[config.mk]
export PLATFORM = sky130hd
export DESIGN_NAME = stc_sysref_cal
export DESIGN_NICKNAME = d
export VERILOG_FILES = /design/src/core/stc_pkg.sv /design/src/core/stc_cal_timer.sv /design/src/core/stc_sysref_cal.sv /design/src/core/stc_sysref_edge.sv
export SDC_FILE = /design/constraint.sdc
export NUM_CORES = 1
export LEC_CHECK = 0
export BUFFER_PORTS_ARGS = -buffer_cell sky130_fd_sc_hd__clkbuf_2
export CORE_ASPECT_RATIO = 0.9
export CORE_UTILIZATION = 50
export CTS_CLUSTER_DIAMETER = 100
export CTS_CLUSTER_SIZE = 12
export DETAILED_ROUTE_END_ITERATION = 12
export PLACE_DENSITY = 0.8
export SYNTH_ARGS = -nofsm -noshare
export SYNTH_HDL_FRONTEND = slang
export SYNTH_SLANG_ARGS = --single-unit
[constraint.sdc]
create_clock -name i_clk -period 11 [get_ports i_clk]
set_clock_uncertainty 0.1 [all_clocks]
set_input_delay 0.55 -clock i_clk [delete_from_list [all_inputs] [get_ports i_clk]]
set_output_delay 0.55 -clock i_clk [all_outputs]
set_load 0.01 [all_outputs]
[src/core/stc_pkg.sv]
// shared constants and types for the sysref timing calibration block
package stc_pkg;

	localparam int ADDR_W = 12;
	localparam int DATA_W = 24;
	localparam int DELAY_W = 17;
	localparam int BOUND_W = 29;
	localparam int WAIT_W = 16;

	// register offsets
	localparam logic [ADDR_W-1:0] OFF_ENABLE = 12'h02b0;
	localparam logic [ADDR_W-1:0] OFF_CONFIG = 12'h02b1;
	localparam logic [ADDR_W-1:0] OFF_STATUS = 12'h02b2;
	localparam logic [ADDR_W-1:0] OFF_MANUAL = 12'h02b5;
	localparam logic [ADDR_W-1:0] OFF_NOISE = 12'h02c0;
	localparam logic [ADDR_W-1:0] OFF_IRQ_STAT = 12'h02c1;
	localparam logic [ADDR_W-1:0] OFF_IRQ_MASK = 12'h02c2;

	// field positions
	localparam int EN_BIT = 0;
	localparam int AVG_LSB = 2;
	localparam int HDUR_LSB = 0;
	localparam int NOISE_BIT = 4;
	localparam int DONE_BIT = 17;
	localparam int IRQ_DONE_BIT = 0;
	localparam int IRQ_FAIL_BIT = 1;
	localparam int IRQ_W = 2;

	// reset values
	localparam logic [7:0] ENABLE_RST = 8'h00;
	localparam logic [7:0] CONFIG_RST = 8'h05;
	localparam logic [7:0] NOISE_RST = 8'h00;
	localparam logic [DELAY_W-1:0] MANUAL_RST = 17'h0_0000;
	localparam logic [IRQ_W-1:0] IRQ_MASK_RST = 2'h0;

	// timing counts in device clock cycles
	localparam int BOUND_BASE = 384 * 19;
	localparam int MAX_PER_0 = 128;
	localparam int MAX_PER_1 = 1664;
	localparam int MAX_PER_2 = 7808;
	localparam int MAX_PER_3 = 32384;

	typedef enum logic [2:0] {
		ST_IDLE,
		ST_WAIT_EDGE,
		ST_ACCUM,
		ST_DONE,
		ST_FAIL
	} stc_state_e;

endpackage

[src/core/stc_cal_timer.sv]
// watchdog that bounds the length of one calibration run
`timescale 1ns/10ps
module stc_cal_timer import stc_pkg::*; #(
	parameter int P_BOUND_BASE = BOUND_BASE
) (
	input wire logic i_clk,
	input wire logic i_rst,
	input wire logic i_run,
	input wire logic [1:0] i_avg,
	input wire logic [1:0] i_hdur,
	output logic o_expired
);
	logic [BOUND_W-1:0] cnt_q;
	logic [BOUND_W-1:0] cnt_d;
	logic [BOUND_W-1:0] bound;
	logic [4:0] shift;

	always_comb begin
		shift = 5'(({3'h0, i_avg} + {3'h0, i_hdur} + 5'h02) << 1);
		bound = BOUND_W'(P_BOUND_BASE) << shift;
		cnt_d = i_run ? cnt_q + 29'h0000_0001 : '0;
	end

	always_ff @(posedge i_clk) begin
		if (i_rst) begin
			cnt_q <= '0;
		end else begin
			cnt_q <= cnt_d;
		end
	end

	// the run is cut when its cycle budget is used up
	assign o_expired = i_run && (cnt_q >= bound - 29'h0000_0002);
endmodule // stc_cal_timer

[src/core/stc_sysref_cal.sv]
// sysref timing calibration control: registers, sequencer, delay select, interrupt
//
// What this block does
// - enable clear selects the manual delay register; no automatic adjustment runs.
// - enable set selects the calibrated delay; manual register value is ignored.
// - only a 0-to-1 enable change starts calibration; rewrites never restart it.
// - averaging field bits 3:2, reset 1, codes give 4/16/64/256 averages.
// - accumulation field bits 1:0, reset 1, codes give 4/16/64/256 cycles.
// - accumulation codes cover sysref periods up to 128/1664/7808/32384 cycles.
// - calibration ends within 384*19*4^(avg+accum+2) device clock cycles.
// - noise control bit 4 turns core supply rail noise suppression on or off.
// - completion bit 17 reads one only while enabled and calibration finished.
// - 17-bit result: bit 16 inversion, 15:8 coarse, 7:0 fine; valid when complete.
`timescale 1ns/10ps
module stc_sysref_cal import stc_pkg::*; #(
	parameter int P_BOUND_BASE = BOUND_BASE,
	parameter int P_MAX_PER_0 = MAX_PER_0,
	parameter int P_MAX_PER_1 = MAX_PER_1,
	parameter int P_MAX_PER_2 = MAX_PER_2,
	parameter int P_MAX_PER_3 = MAX_PER_3
) (
	input wire logic i_clk,
	input wire logic i_rst,
	input wire logic [ADDR_W-1:0] i_addr,
	input wire logic [DATA_W-1:0] i_wdata,
	input wire logic i_wr,
	input wire logic i_rd,
	input wire logic i_sysref,
	output logic [DATA_W-1:0] o_rdata,
	output logic [DELAY_W-1:0] o_sample_delay,
	output logic o_supply_noise_suppress,
	output logic o_cal_busy,
	output logic o_irq
);
	// register state
	logic [7:0] enable_q;
	logic [7:0] enable_d;
	logic enable_prev_q;
	logic enable_prev_d;
	logic [7:0] config_q;
	logic [7:0] config_d;
	logic [7:0] noise_q;
	logic [7:0] noise_d;
	logic [DELAY_W-1:0] manual_q;
	logic [DELAY_W-1:0] manual_d;
	logic [IRQ_W-1:0] irq_stat_q;
	logic [IRQ_W-1:0] irq_stat_d;
	logic [IRQ_W-1:0] irq_mask_q;
	logic [IRQ_W-1:0] irq_mask_d;
	logic [DATA_W-1:0] rdata_q;
	logic [DATA_W-1:0] rdata_d;
	logic [DELAY_W-1:0] delay_q;
	logic [DELAY_W-1:0] delay_d;

	// sequencer state
	stc_state_e st_q;
	stc_state_e st_d;
	logic [WAIT_W-1:0] wait_q;
	logic [WAIT_W-1:0] wait_d;
	logic [8:0] win_q;
	logic [8:0] win_d;
	logic [8:0] high_q;
	logic [8:0] high_d;
	logic [8:0] meas_q;
	logic [8:0] meas_d;
	// 256 windows of at most 256 high cycles fit the 17-bit sum
	logic [16:0] sum_q;
	logic [16:0] sum_d;
	logic [7:0] coarse_q;
	logic [7:0] coarse_d;
	logic [DELAY_W-1:0] result_q;
	logic [DELAY_W-1:0] result_d;

	logic cal_en;
	logic start;
	logic [1:0] avg_code;
	logic [1:0] hdur_code;
	logic [8:0] win_last;
	logic [8:0] meas_last;
	logic [WAIT_W-1:0] max_per;
	logic sys_level;
	logic sys_rise;
	logic running;
	logic expired;
	logic [8:0] high_now;
	logic [16:0] sum_now;
	logic [16:0] avg_val;
	logic ev_done;
	logic ev_fail;
	logic done_flag;

	stc_sysref_edge u_edge (
		.i_clk(i_clk),
		.i_rst(i_rst),
		.i_sysref(i_sysref),
		.o_level(sys_level),
		.o_rise(sys_rise)
	);

	// watchdog counts only while the sequencer is busy, so idle time never eats the budget
	stc_cal_timer #(
		.P_BOUND_BASE(P_BOUND_BASE)
	) u_timer (
		.i_clk(i_clk),
		.i_rst(i_rst),
		.i_run(running),
		.i_avg(avg_code),
		.i_hdur(hdur_code),
		.o_expired(expired)
	);

	assign cal_en = enable_q[EN_BIT];
	// registered previous bit keeps a rewrite of one from looking like a new start
	assign start = cal_en & ~enable_prev_q;
	assign avg_code = config_q[AVG_LSB+1:AVG_LSB];
	assign hdur_code = config_q[HDUR_LSB+1:HDUR_LSB];
	assign running = (st_q == ST_WAIT_EDGE) || (st_q == ST_ACCUM);
	assign done_flag = cal_en && (st_q == ST_DONE);

	// window of 4^(code+1) cycles and 4^(code+1) measurements
	assign win_last = 9'((17'h0_0001 << (({2'b00, hdur_code} + 4'h1) << 1)) - 17'h0_0001);
	assign meas_last = 9'((17'h0_0001 << (({2'b00, avg_code} + 4'h1) << 1)) - 17'h0_0001);

	// longest sysref gap the chosen accumulation length can track
	always_comb begin
		unique case (hdur_code)
			2'h0: max_per = WAIT_W'(P_MAX_PER_0);
			2'h1: max_per = WAIT_W'(P_MAX_PER_1);
			2'h2: max_per = WAIT_W'(P_MAX_PER_2);
			2'h3: max_per = WAIT_W'(P_MAX_PER_3);
		endcase
	end

	// calibration sequencer
	always_comb begin
		st_d = st_q;
		wait_d = wait_q;
		win_d = win_q;
		high_d = high_q;
		meas_d = meas_q;
		sum_d = sum_q;
		coarse_d = coarse_q;
		result_d = result_q;
		ev_done = 1'b0;
		ev_fail = 1'b0;
		high_now = high_q + {8'h00, sys_level};
		sum_now = sum_q + {8'h00, high_now};
		avg_val = sum_now >> (({3'h0, avg_code} + 5'h01) << 1);
		if (!cal_en) begin
			st_d = ST_IDLE;
		end else begin
			unique case (st_q)
				ST_IDLE: begin
					if (start) begin
						st_d = ST_WAIT_EDGE;
						wait_d = '0;
						meas_d = '0;
						sum_d = '0;
					end
				end
				ST_WAIT_EDGE: begin
					wait_d = wait_q + 16'h0001;
					if (expired) begin
						st_d = ST_FAIL;
						ev_fail = 1'b1;
					end else if (sys_rise) begin
						st_d = ST_ACCUM;
						win_d = '0;
						high_d = '0;
						coarse_d = wait_q[7:0];
					end else if (wait_q >= max_per) begin
						// sysref slower than the accumulation can cover
						st_d = ST_FAIL;
						ev_fail = 1'b1;
					end
				end
				ST_ACCUM: begin
					win_d = win_q + 9'h001;
					high_d = high_now;
					if (expired) begin
						st_d = ST_FAIL;
						ev_fail = 1'b1;
					end else if (win_q == win_last) begin
						sum_d = sum_now;
						meas_d = meas_q + 9'h001;
						wait_d = '0;
						if (meas_q == meas_last) begin
							st_d = ST_DONE;
							ev_done = 1'b1;
							result_d = {avg_val[8], coarse_q, avg_val[7:0]};
						end else begin
							st_d = ST_WAIT_EDGE;
						end
					end
				end
				// done and fail hold until enable drops, so the result stays readable
				ST_DONE: st_d = ST_DONE;
				ST_FAIL: st_d = ST_FAIL;
				// codes outside the enum fall back to idle
				default: st_d = ST_IDLE;
			endcase
		end
	end

	always_ff @(posedge i_clk) begin
		if (i_rst) begin
			st_q <= ST_IDLE;
			wait_q <= '0;
			win_q <= '0;
			high_q <= '0;
			meas_q <= '0;
			sum_q <= '0;
			coarse_q <= '0;
			result_q <= '0;
		end else begin
			st_q <= st_d;
			wait_q <= wait_d;
			win_q <= win_d;
			high_q <= high_d;
			meas_q <= meas_d;
			sum_q <= sum_d;
			coarse_q <= coarse_d;
			result_q <= result_d;
		end
	end

	// register file and read port
	always_comb begin
		enable_d = enable_q;
		enable_prev_d = enable_q[EN_BIT];
		config_d = config_q;
		noise_d = noise_q;
		manual_d = manual_q;
		irq_mask_d = irq_mask_q;
		irq_stat_d = irq_stat_q;
		rdata_d = '0;
		if (i_wr) begin
			unique case (i_addr)
				OFF_ENABLE: enable_d = i_wdata[7:0];
				OFF_CONFIG: config_d = i_wdata[7:0];
				OFF_NOISE: noise_d = i_wdata[7:0];
				OFF_MANUAL: manual_d = i_wdata[DELAY_W-1:0];
				OFF_IRQ_MASK: irq_mask_d = i_wdata[IRQ_W-1:0];
				OFF_IRQ_STAT: irq_stat_d = irq_stat_q & ~i_wdata[IRQ_W-1:0];
				default: ;
			endcase
		end
		// a new event wins over a simultaneous clear
		irq_stat_d[IRQ_DONE_BIT] = irq_stat_d[IRQ_DONE_BIT] | ev_done;
		irq_stat_d[IRQ_FAIL_BIT] = irq_stat_d[IRQ_FAIL_BIT] | ev_fail;
		if (i_rd) begin
			unique case (i_addr)
				OFF_ENABLE: rdata_d = {16'h0000, enable_q};
				OFF_CONFIG: rdata_d = {16'h0000, config_q};
				OFF_STATUS: rdata_d = {6'h00, done_flag, result_q};
				OFF_MANUAL: rdata_d = {7'h00, manual_q};
				OFF_NOISE: rdata_d = {16'h0000, noise_q};
				OFF_IRQ_STAT: rdata_d = {22'h00_0000, irq_stat_q};
				OFF_IRQ_MASK: rdata_d = {22'h00_0000, irq_mask_q};
				default: rdata_d = '0;
			endcase
		end
		// manual value stands in whenever calibration is off
		delay_d = cal_en ? result_q : manual_q;
	end

	always_ff @(posedge i_clk) begin
		if (i_rst) begin
			enable_q <= ENABLE_RST;
			enable_prev_q <= 1'b0;
			config_q <= CONFIG_RST;
			noise_q <= NOISE_RST;
			manual_q <= MANUAL_RST;
			irq_stat_q <= '0;
			irq_mask_q <= IRQ_MASK_RST;
			rdata_q <= '0;
			delay_q <= MANUAL_RST;
		end else begin
			enable_q <= enable_d;
			enable_prev_q <= enable_prev_d;
			config_q <= config_d;
			noise_q <= noise_d;
			manual_q <= manual_d;
			irq_stat_q <= irq_stat_d;
			irq_mask_q <= irq_mask_d;
			rdata_q <= rdata_d;
			delay_q <= delay_d;
		end
	end

	assign o_rdata = rdata_q;
	assign o_sample_delay = delay_q;
	assign o_supply_noise_suppress = noise_q[NOISE_BIT];
	assign o_cal_busy = running;
	assign o_irq = |(irq_stat_q & irq_mask_q);
endmodule // stc_sysref_cal

[src/core/stc_sysref_edge.sv]
// sysref level register and rising edge detector
`timescale 1ns/10ps
module stc_sysref_edge (
	input wire logic i_clk,
	input wire logic i_rst,
	input wire logic i_sysref,
	output logic o_level,
	output logic o_rise
);
	logic lvl_q;
	logic lvl_d;
	logic prev_q;
	logic prev_d;

	always_comb begin
		lvl_d = i_sysref;
		prev_d = lvl_q;
	end

	always_ff @(posedge i_clk) begin
		if (i_rst) begin
			lvl_q <= 1'b0;
			prev_q <= 1'b0;
		end else begin
			lvl_q <= lvl_d;
			prev_q <= prev_d;
		end
	end

	assign o_level = lvl_q;
	assign o_rise = lvl_q & ~prev_q;
endmodule // stc_sysref_edge

Yosys cells after proc, flatten, opt, wreduce, memory -nomap -nowiden
Index checks and enable logic that the tools add are counted.
Widths: inputs -> output; s select.
{"block": "classes", "n_eq_ne": 23, "mux": 40, "div": 0, "n_lt_le_gt_ge": 2, "n_addsub": 14, "mul": 0, "n_bitwise": 13, "n_shift": 4, "reduce_logical": 23}
{"operator": "$pmux 18 s7", "n": 1}
{"operator": "$eq 12x10->1 const B", "n": 7}
{"operator": "$mux 17", "n": 4}
{"operator": "$pmux 16 s4", "n": 1}
{"operator": "$pmux 9 s2", "n": 3}
{"operator": "$mux 16", "n": 3}
{"operator": "$pmux 16 s3", "n": 1}
{"operator": "$mux 9", "n": 5}
{"operator": "$pmux 17 s2", "n": 1}
{"operator": "$add 29x1->29 const B", "n": 1}
{"operator": "$ge 29x29->1", "n": 1}
{"operator": "$shl 13x5->29 const A", "n": 1}
{"operator": "$sub 29x2->29 const B", "n": 1}
{"operator": "$add 9x1->9 const B", "n": 2}
{"operator": "$eq 9x9->1", "n": 2}
{"operator": "$mux 3", "n": 6}
{"operator": "$shl 1x4->9 const A", "n": 2}
{"operator": "$sub 9x1->9 const B", "n": 2}
{"operator": "$add 17x9->17", "n": 1}
{"operator": "$shr 17x4->9", "n": 1}
{"operator": "$add 16x1->16 const B", "n": 1}
{"operator": "$ge 16x16->1", "n": 1}
{"operator": "$pmux 3 s5", "n": 1}
{"operator": "$reduce_and 5->1", "n": 3}
{"operator": "31 further kinds", "n": 67}
{"block": "word_totals", "output_inout_bits": 44, "reg_bits": 206, "in_bits": 41, "mem_bits_rw": 0, "latch_bits": 0, "elab_cells": 139, "n_memories": 0, "mem_bits_ro": 0}

Logic depth before layout (Yosys ltp)
{"block": "logic_depth", "depth_word": 10, "depth_mapped": 25, "ltp_nobuf": 22}

By module
From an unflattened synthesis, not the netlist that was laid out.
{"block": "hier_totals", "hier_cells": 1323, "hier_area_um2": 10627.7}
{"module": "stc_sysref_cal", "seq_area_each_um2": 3383.2, "instances": 1, "area_per_inst_um2": 8161.6, "cells_per_inst": 1017}
{"module": "stc_cal_timer", "seq_area_each_um2": 580.6, "instances": 1, "area_per_inst_um2": 2404.8, "cells_per_inst": 301}
{"module": "stc_sysref_edge", "seq_area_each_um2": 40.0, "instances": 1, "area_per_inst_um2": 61.3, "cells_per_inst": 5}

Worst setup path after synthesis
OpenSTA, ideal clock, no wires.
{"block": "synth_timing", "path_kind": "reg-to-reg", "start": "reg config_q[0]", "end": "reg result_q[4]", "n_path_buf": 2, "path_stages_with_launch": 24, "slack_ns": 6.022, "t_arrival_ns": 4.750, "path_cell_list": "dfxtp_1 ha_1 fa_1 ha_1 buf_2 nor2b_1 nand2_1 ha_1 nor2b_1 o21ai_0 nor2_1 o311a_1 nand2_1 xor2_1 ha_1 nand4_1 nor4_1 a221oi_1 o21ai_2 o21ai_0 nand4_1 buf_2 mux2i_1 nor2_1"}
{"block": "synth_via", "elab_chain_len": 8}
{"element": "start, declared", "line": "stc_sysref_cal.sv:40", "rtl": "logic [7:0] config_q;"}
{"element": "start signal, assigned", "line": "stc_sysref_cal.sv:281", "rtl": "config_q <= config_d;"}
{"element": "$add 2x2->3", "line": "stc_cal_timer.sv:19", "rtl": "shift = 5'(({3'h0, i_avg} + {3'h0, i_hdur} + 5'h02) << 1);"}
{"element": "$add 4x2->4", "line": "stc_cal_timer.sv:19"}
{"element": "$shl 13x5->29", "line": "stc_cal_timer.sv:20", "rtl": "bound = BOUND_W'(P_BOUND_BASE) << shift;"}
{"element": "$sub 29x2->29", "line": "stc_cal_timer.sv:33", "rtl": "assign o_expired = i_run && (cnt_q >= bound - 29'h0000_0002);"}
{"element": "$ge 29x29->1", "line": "stc_cal_timer.sv:33"}
{"element": "$logic_and 1x1->1", "line": "stc_cal_timer.sv:33"}
{"element": "$not 1->1 (no source line)"}
{"element": "$reduce_and 5->1 (no source line) *"}
{"element": "end signal, assigned", "line": "stc_sysref_cal.sv:223", "rtl": "result_q <= result_d;"}
{"element": "end, declared", "line": "stc_sysref_cal.sv:71", "rtl": "logic [DELAY_W-1:0] result_q;"}
Mark *: on every way between the ends. The rest lies on a longest branch, timed or not.
A chain may end at the register's enable or synchronous reset.

Worst setup path after layout
{"block": "layout_timing", "start": "reg config_q[2]", "end": "reg wait_q[12]"}
{"block": "layout_via", "elab_chain_len": 8}
{"element": "$add 2x2->3", "line": "stc_cal_timer.sv:19"}
{"element": "$add 4x2->4", "line": "stc_cal_timer.sv:19"}
{"element": "$shl 13x5->29", "line": "stc_cal_timer.sv:20"}
{"element": "$sub 29x2->29", "line": "stc_cal_timer.sv:33"}
{"element": "$ge 29x29->1", "line": "stc_cal_timer.sv:33"}
{"element": "$logic_and 1x1->1", "line": "stc_cal_timer.sv:33"}
{"element": "$ne 2x2->1 (no source line)"}
{"element": "$reduce_and 5->1 (no source line)"}
{"element": "end signal, assigned", "line": "stc_sysref_cal.sv:217", "rtl": "wait_q <= wait_d;"}
{"element": "end, declared", "line": "stc_sysref_cal.sv:58", "rtl": "logic [WAIT_W-1:0] wait_q;"}
Every way passes these cells.

==> flow_metrics.env <==
export IMPL_synth_most_common_cell="dfxtp_1"
export IMPL_slew_headroom=0.1993
export IMPL_vias=9084
export IMPL_fillers=1767
export IMPL_finalSetupViolCount=0
export IMPL_synth_commonest_cells="200 x dfxtp_1, 155 x nor2_1, 144 x nand2_1"
export IMPL_antennaDiodeCount=0
export IMPL_crit_fanout=25
export IMPL_die_w_um=154.3
export IMPL_avgSynthCellArea_um2=8.309
export IMPL_crit_path_start_kind="register"
export IMPL_ys_types=78
export IMPL_post_cts_buffers=0
export IMPL_portBuffers=71
export IMPL_ys_flop_type="dfxtp_1"
export IMPL_place_hpwl_um=16640
export IMPL_drc=0
export IMPL_netlist_area_um2=10440
export IMPL_crit_path_end_kind="register"
export IMPL_layout_min_cycle_time_ps=6916
export IMPL_synth_largest_area_cell="dfxtp_1"
export IMPL_max_cap_violations=0
export IMPL_cts_sinks=200
export IMPL_maxSlewViolCount=0
export IMPL_max_freq_ghz=0.1446
export IMPL_initial_utilization=0.5158
export IMPL_drive_above_1_share=0.1068
export IMPL_post_route_util=0.5678
export IMPL_power_density_nw_per_um2=119.9
export IMPL_rows=49
export IMPL_synth_edf_count=0
export IMPL_wl_per_cell_um=15.42
export IMPL_hold_start="i_wdata[9]"
export IMPL_fin_crit_sh=0.6288
export IMPL_p_leak_nw=4.305
export IMPL_htreeDepth=4
export IMPL_fp_dieArea_um2=21460
export IMPL_startpoint="config_q[2]$_SDFFE_PP1P_"
export IMPL_timing_rr_start="config_q[2]$_SDFFE_PP1P_"
export IMPL_seq_area_frac_synth=0.3836
export IMPL_clkLatencyLatePin_ps=440
export IMPL_first_global_vias=8376
export IMPL_cts_resized=0
export IMPL_status="complete, no violations"
export IMPL_rsz0062_at_grt="no"
export IMPL_grt_use_total=0.2256
export IMPL_synth_seq_cells=200
export IMPL_hold_path_class="input pin to register"
export IMPL_synth_cells=1256
export IMPL_cts_buffers=17
export IMPL_cts_tree="done"
export IMPL_die_h_um=139.1
export IMPL_hold_viol=0
export IMPL_antenna_found_initial=0
export IMPL_grt_pass1_wl_um=40060
export IMPL_area_delta_synth_final_pct=10.08
export IMPL_synth_top_area_share=0.3836
export IMPL_holdBufCountCts=0
export IMPL_cts_root_buffer="clkbuf_16"
export IMPL_place_gp_congestion=0.8410
export IMPL_final_nets=1391
export IMPL_critPathKind="register to register"
export IMPL_tightest_slew_ps=1195
export IMPL_yosys_warnings=0
export IMPL_vdd_drop_max_v=0.0001074
export IMPL_coreArea_um2=20230
export IMPL_routed_wl_um=24010
export IMPL_cp_arrival_ps=7170
export IMPL_finalSetupTns_ps=0
export IMPL_vias_per_cell=5.834
export IMPL_ys_async_sr_fraction=0
export IMPL_drt_iter0_drc=682
export IMPL_clk_path_buf_depth=2
export IMPL_clkTransAtPathRegs_ps=70
export IMPL_cp_required_ps=11250
export IMPL_num_io_pins=85
export IMPL_dr_pass1_iters=5
export IMPL_grt_max_degree=116
export IMPL_postRouteAntennaNets=0
export IMPL_overflow=0
export IMPL_synthTopCellsByArea="dfxtp_1 38%, ha_1 7.0%, nor2_1 5.6%, a21oi_1 5.2%, nand2_1 5.2%"
-- final cells by class --
type | instances | area (um^2) | share of cell area
Clock buffer | 19 | 452.9 | 0.03942
Clock inverter | 12 | 131.4 | 0.01144
Inverter | 30 | 112.6 | 0.009802
Multi-Input combinational cell | 961 | 6043 | 0.5260
Sequential cell | 200 | 4004 | 0.3485
Tap cell | 255 | 319.1 | 0.02777
Timing Repair Buffer | 80 | 425.4 | 0.03703
-- critical path, stage by stage (launching register included) --
cell	delay [ps]
dfxtp_1	890
ha_1	300
fa_1	570
ha_1	560
nor2b_1	270
nand2_1	180
ha_1	170
nor2b_1	170
o21ai_0	140
nor2_1	170
o311a_1	240
nand2_1	80
xor2_1	140
ha_1	270
nand4_1	130
nor4_1	640
a221oi_1	190
o21ai_2	240
o21ai_4	200
nand2_2	470
nand2b_1	450
a21oi_1	250
-- routing by layer --
metal | up-vias | GRT usage | share of wire
met5 | - | 0 | 0
met2 | 279 | 0.3622 | 0.46
met1 | 4289 | 0.3111 | 0.47
met4 | 0 | 0.06879 | 0.013
met3 | 28 | 0.03625 | 0.056
li1 | 4488 | - | -
-- state kept, by name, indices dropped and copies added (netlist names), 9 cells and up --
name	cells
u_timer.cnt_q	29
o_rdata	18
manual_q	17
o_sample_delay	17
result_q	17
sum_q	17
wait_q	16
high_q	9
meas_q	9
win_q	9
-- metrics by stage --
step / hold slack, ps / instance area (um^2) / setup slack, ps / instances / power [mW]
final: 233.3 / 11490 / 4084 / 1557 / 1.377
after global routing: 240.8 / 11490 / 3534 / 1557 / 1.418
after CTS: 221.5 / 11490 / 4197 / 1557 / 1.382
after detailed placement: 346.9 / 10900 / 4222 / 1526 / 0.7647
after global placement: 340.9 / 10900 / 4364 / 1526 / 0.7647
after floorplan: 335.7 / 10460 / 6022 / 1261 / 0.7558
-- final timing paths --
path	end	slack (ps)	depth (start not counted)
hold reg to reg	noise_q[7]$_SDFFE_PP0P_	360	2
setup reg to reg	wait_q[12]$_SDFFE_PP0P_	4080	21
setup / recovery	wait_q[12]$_SDFFE_PP0P_	4080	21
hold / removal	manual_q[9]$_SDFFE_PP0P_	230	3
-- layout by cell type (no fill, tap or decap), types with 9 or more instances in the layout --
master	n
a31oi_1	12
buf_4	10
inv_1	30
clkbuf_16	17
a22oi_1	15
xnor2_1	28
xor2_1	39
nor2_1	155
ha_1	58
and2_1	13
o21ai_0	38
nand2b_1	10
dfxtp_1	200
nor3_1	30
a21oi_1	109
nand4_1	23
and3_1	22
nand3_1	61
clkbuf_2	70
mux2i_1	47
or3_1	9
nand2_1	144
nor2b_1	15
-- cells by family (layout without fill, tap and decap cells) --
| group | Yosys count | count (layout) | synth area share |
|---|---|---|---|
| AND/OR/NAND/NOR | 526 | 526 | 0.2401 |
| AO/OA/AOI/OAI | 249 | 249 | 0.1514 |
| flip-flops | 200 | 200 | 0.3836 |
| buffers and inverters | 100 | 141 | 0.04004 |
| XOR/XNOR | 67 | 67 | 0.05623 |
| adder cells (fa/ha/maj) | 60 | 60 | 0.07337 |
| multiplexers | 53 | 53 | 0.05479 |
| other | 1 | 6 | 0.0003593 |
-- power breakdown --
group	leakage, nW	internal [mW]	switching [mW]
Sequential	1.61	0.724	0.000315
Combinational	2.41	0.00662	0.0177
Clock	0.286	0.331	0.298
Total	4.30	1.06	0.316
No activity file was read; power rests on OpenSTA's default activity.
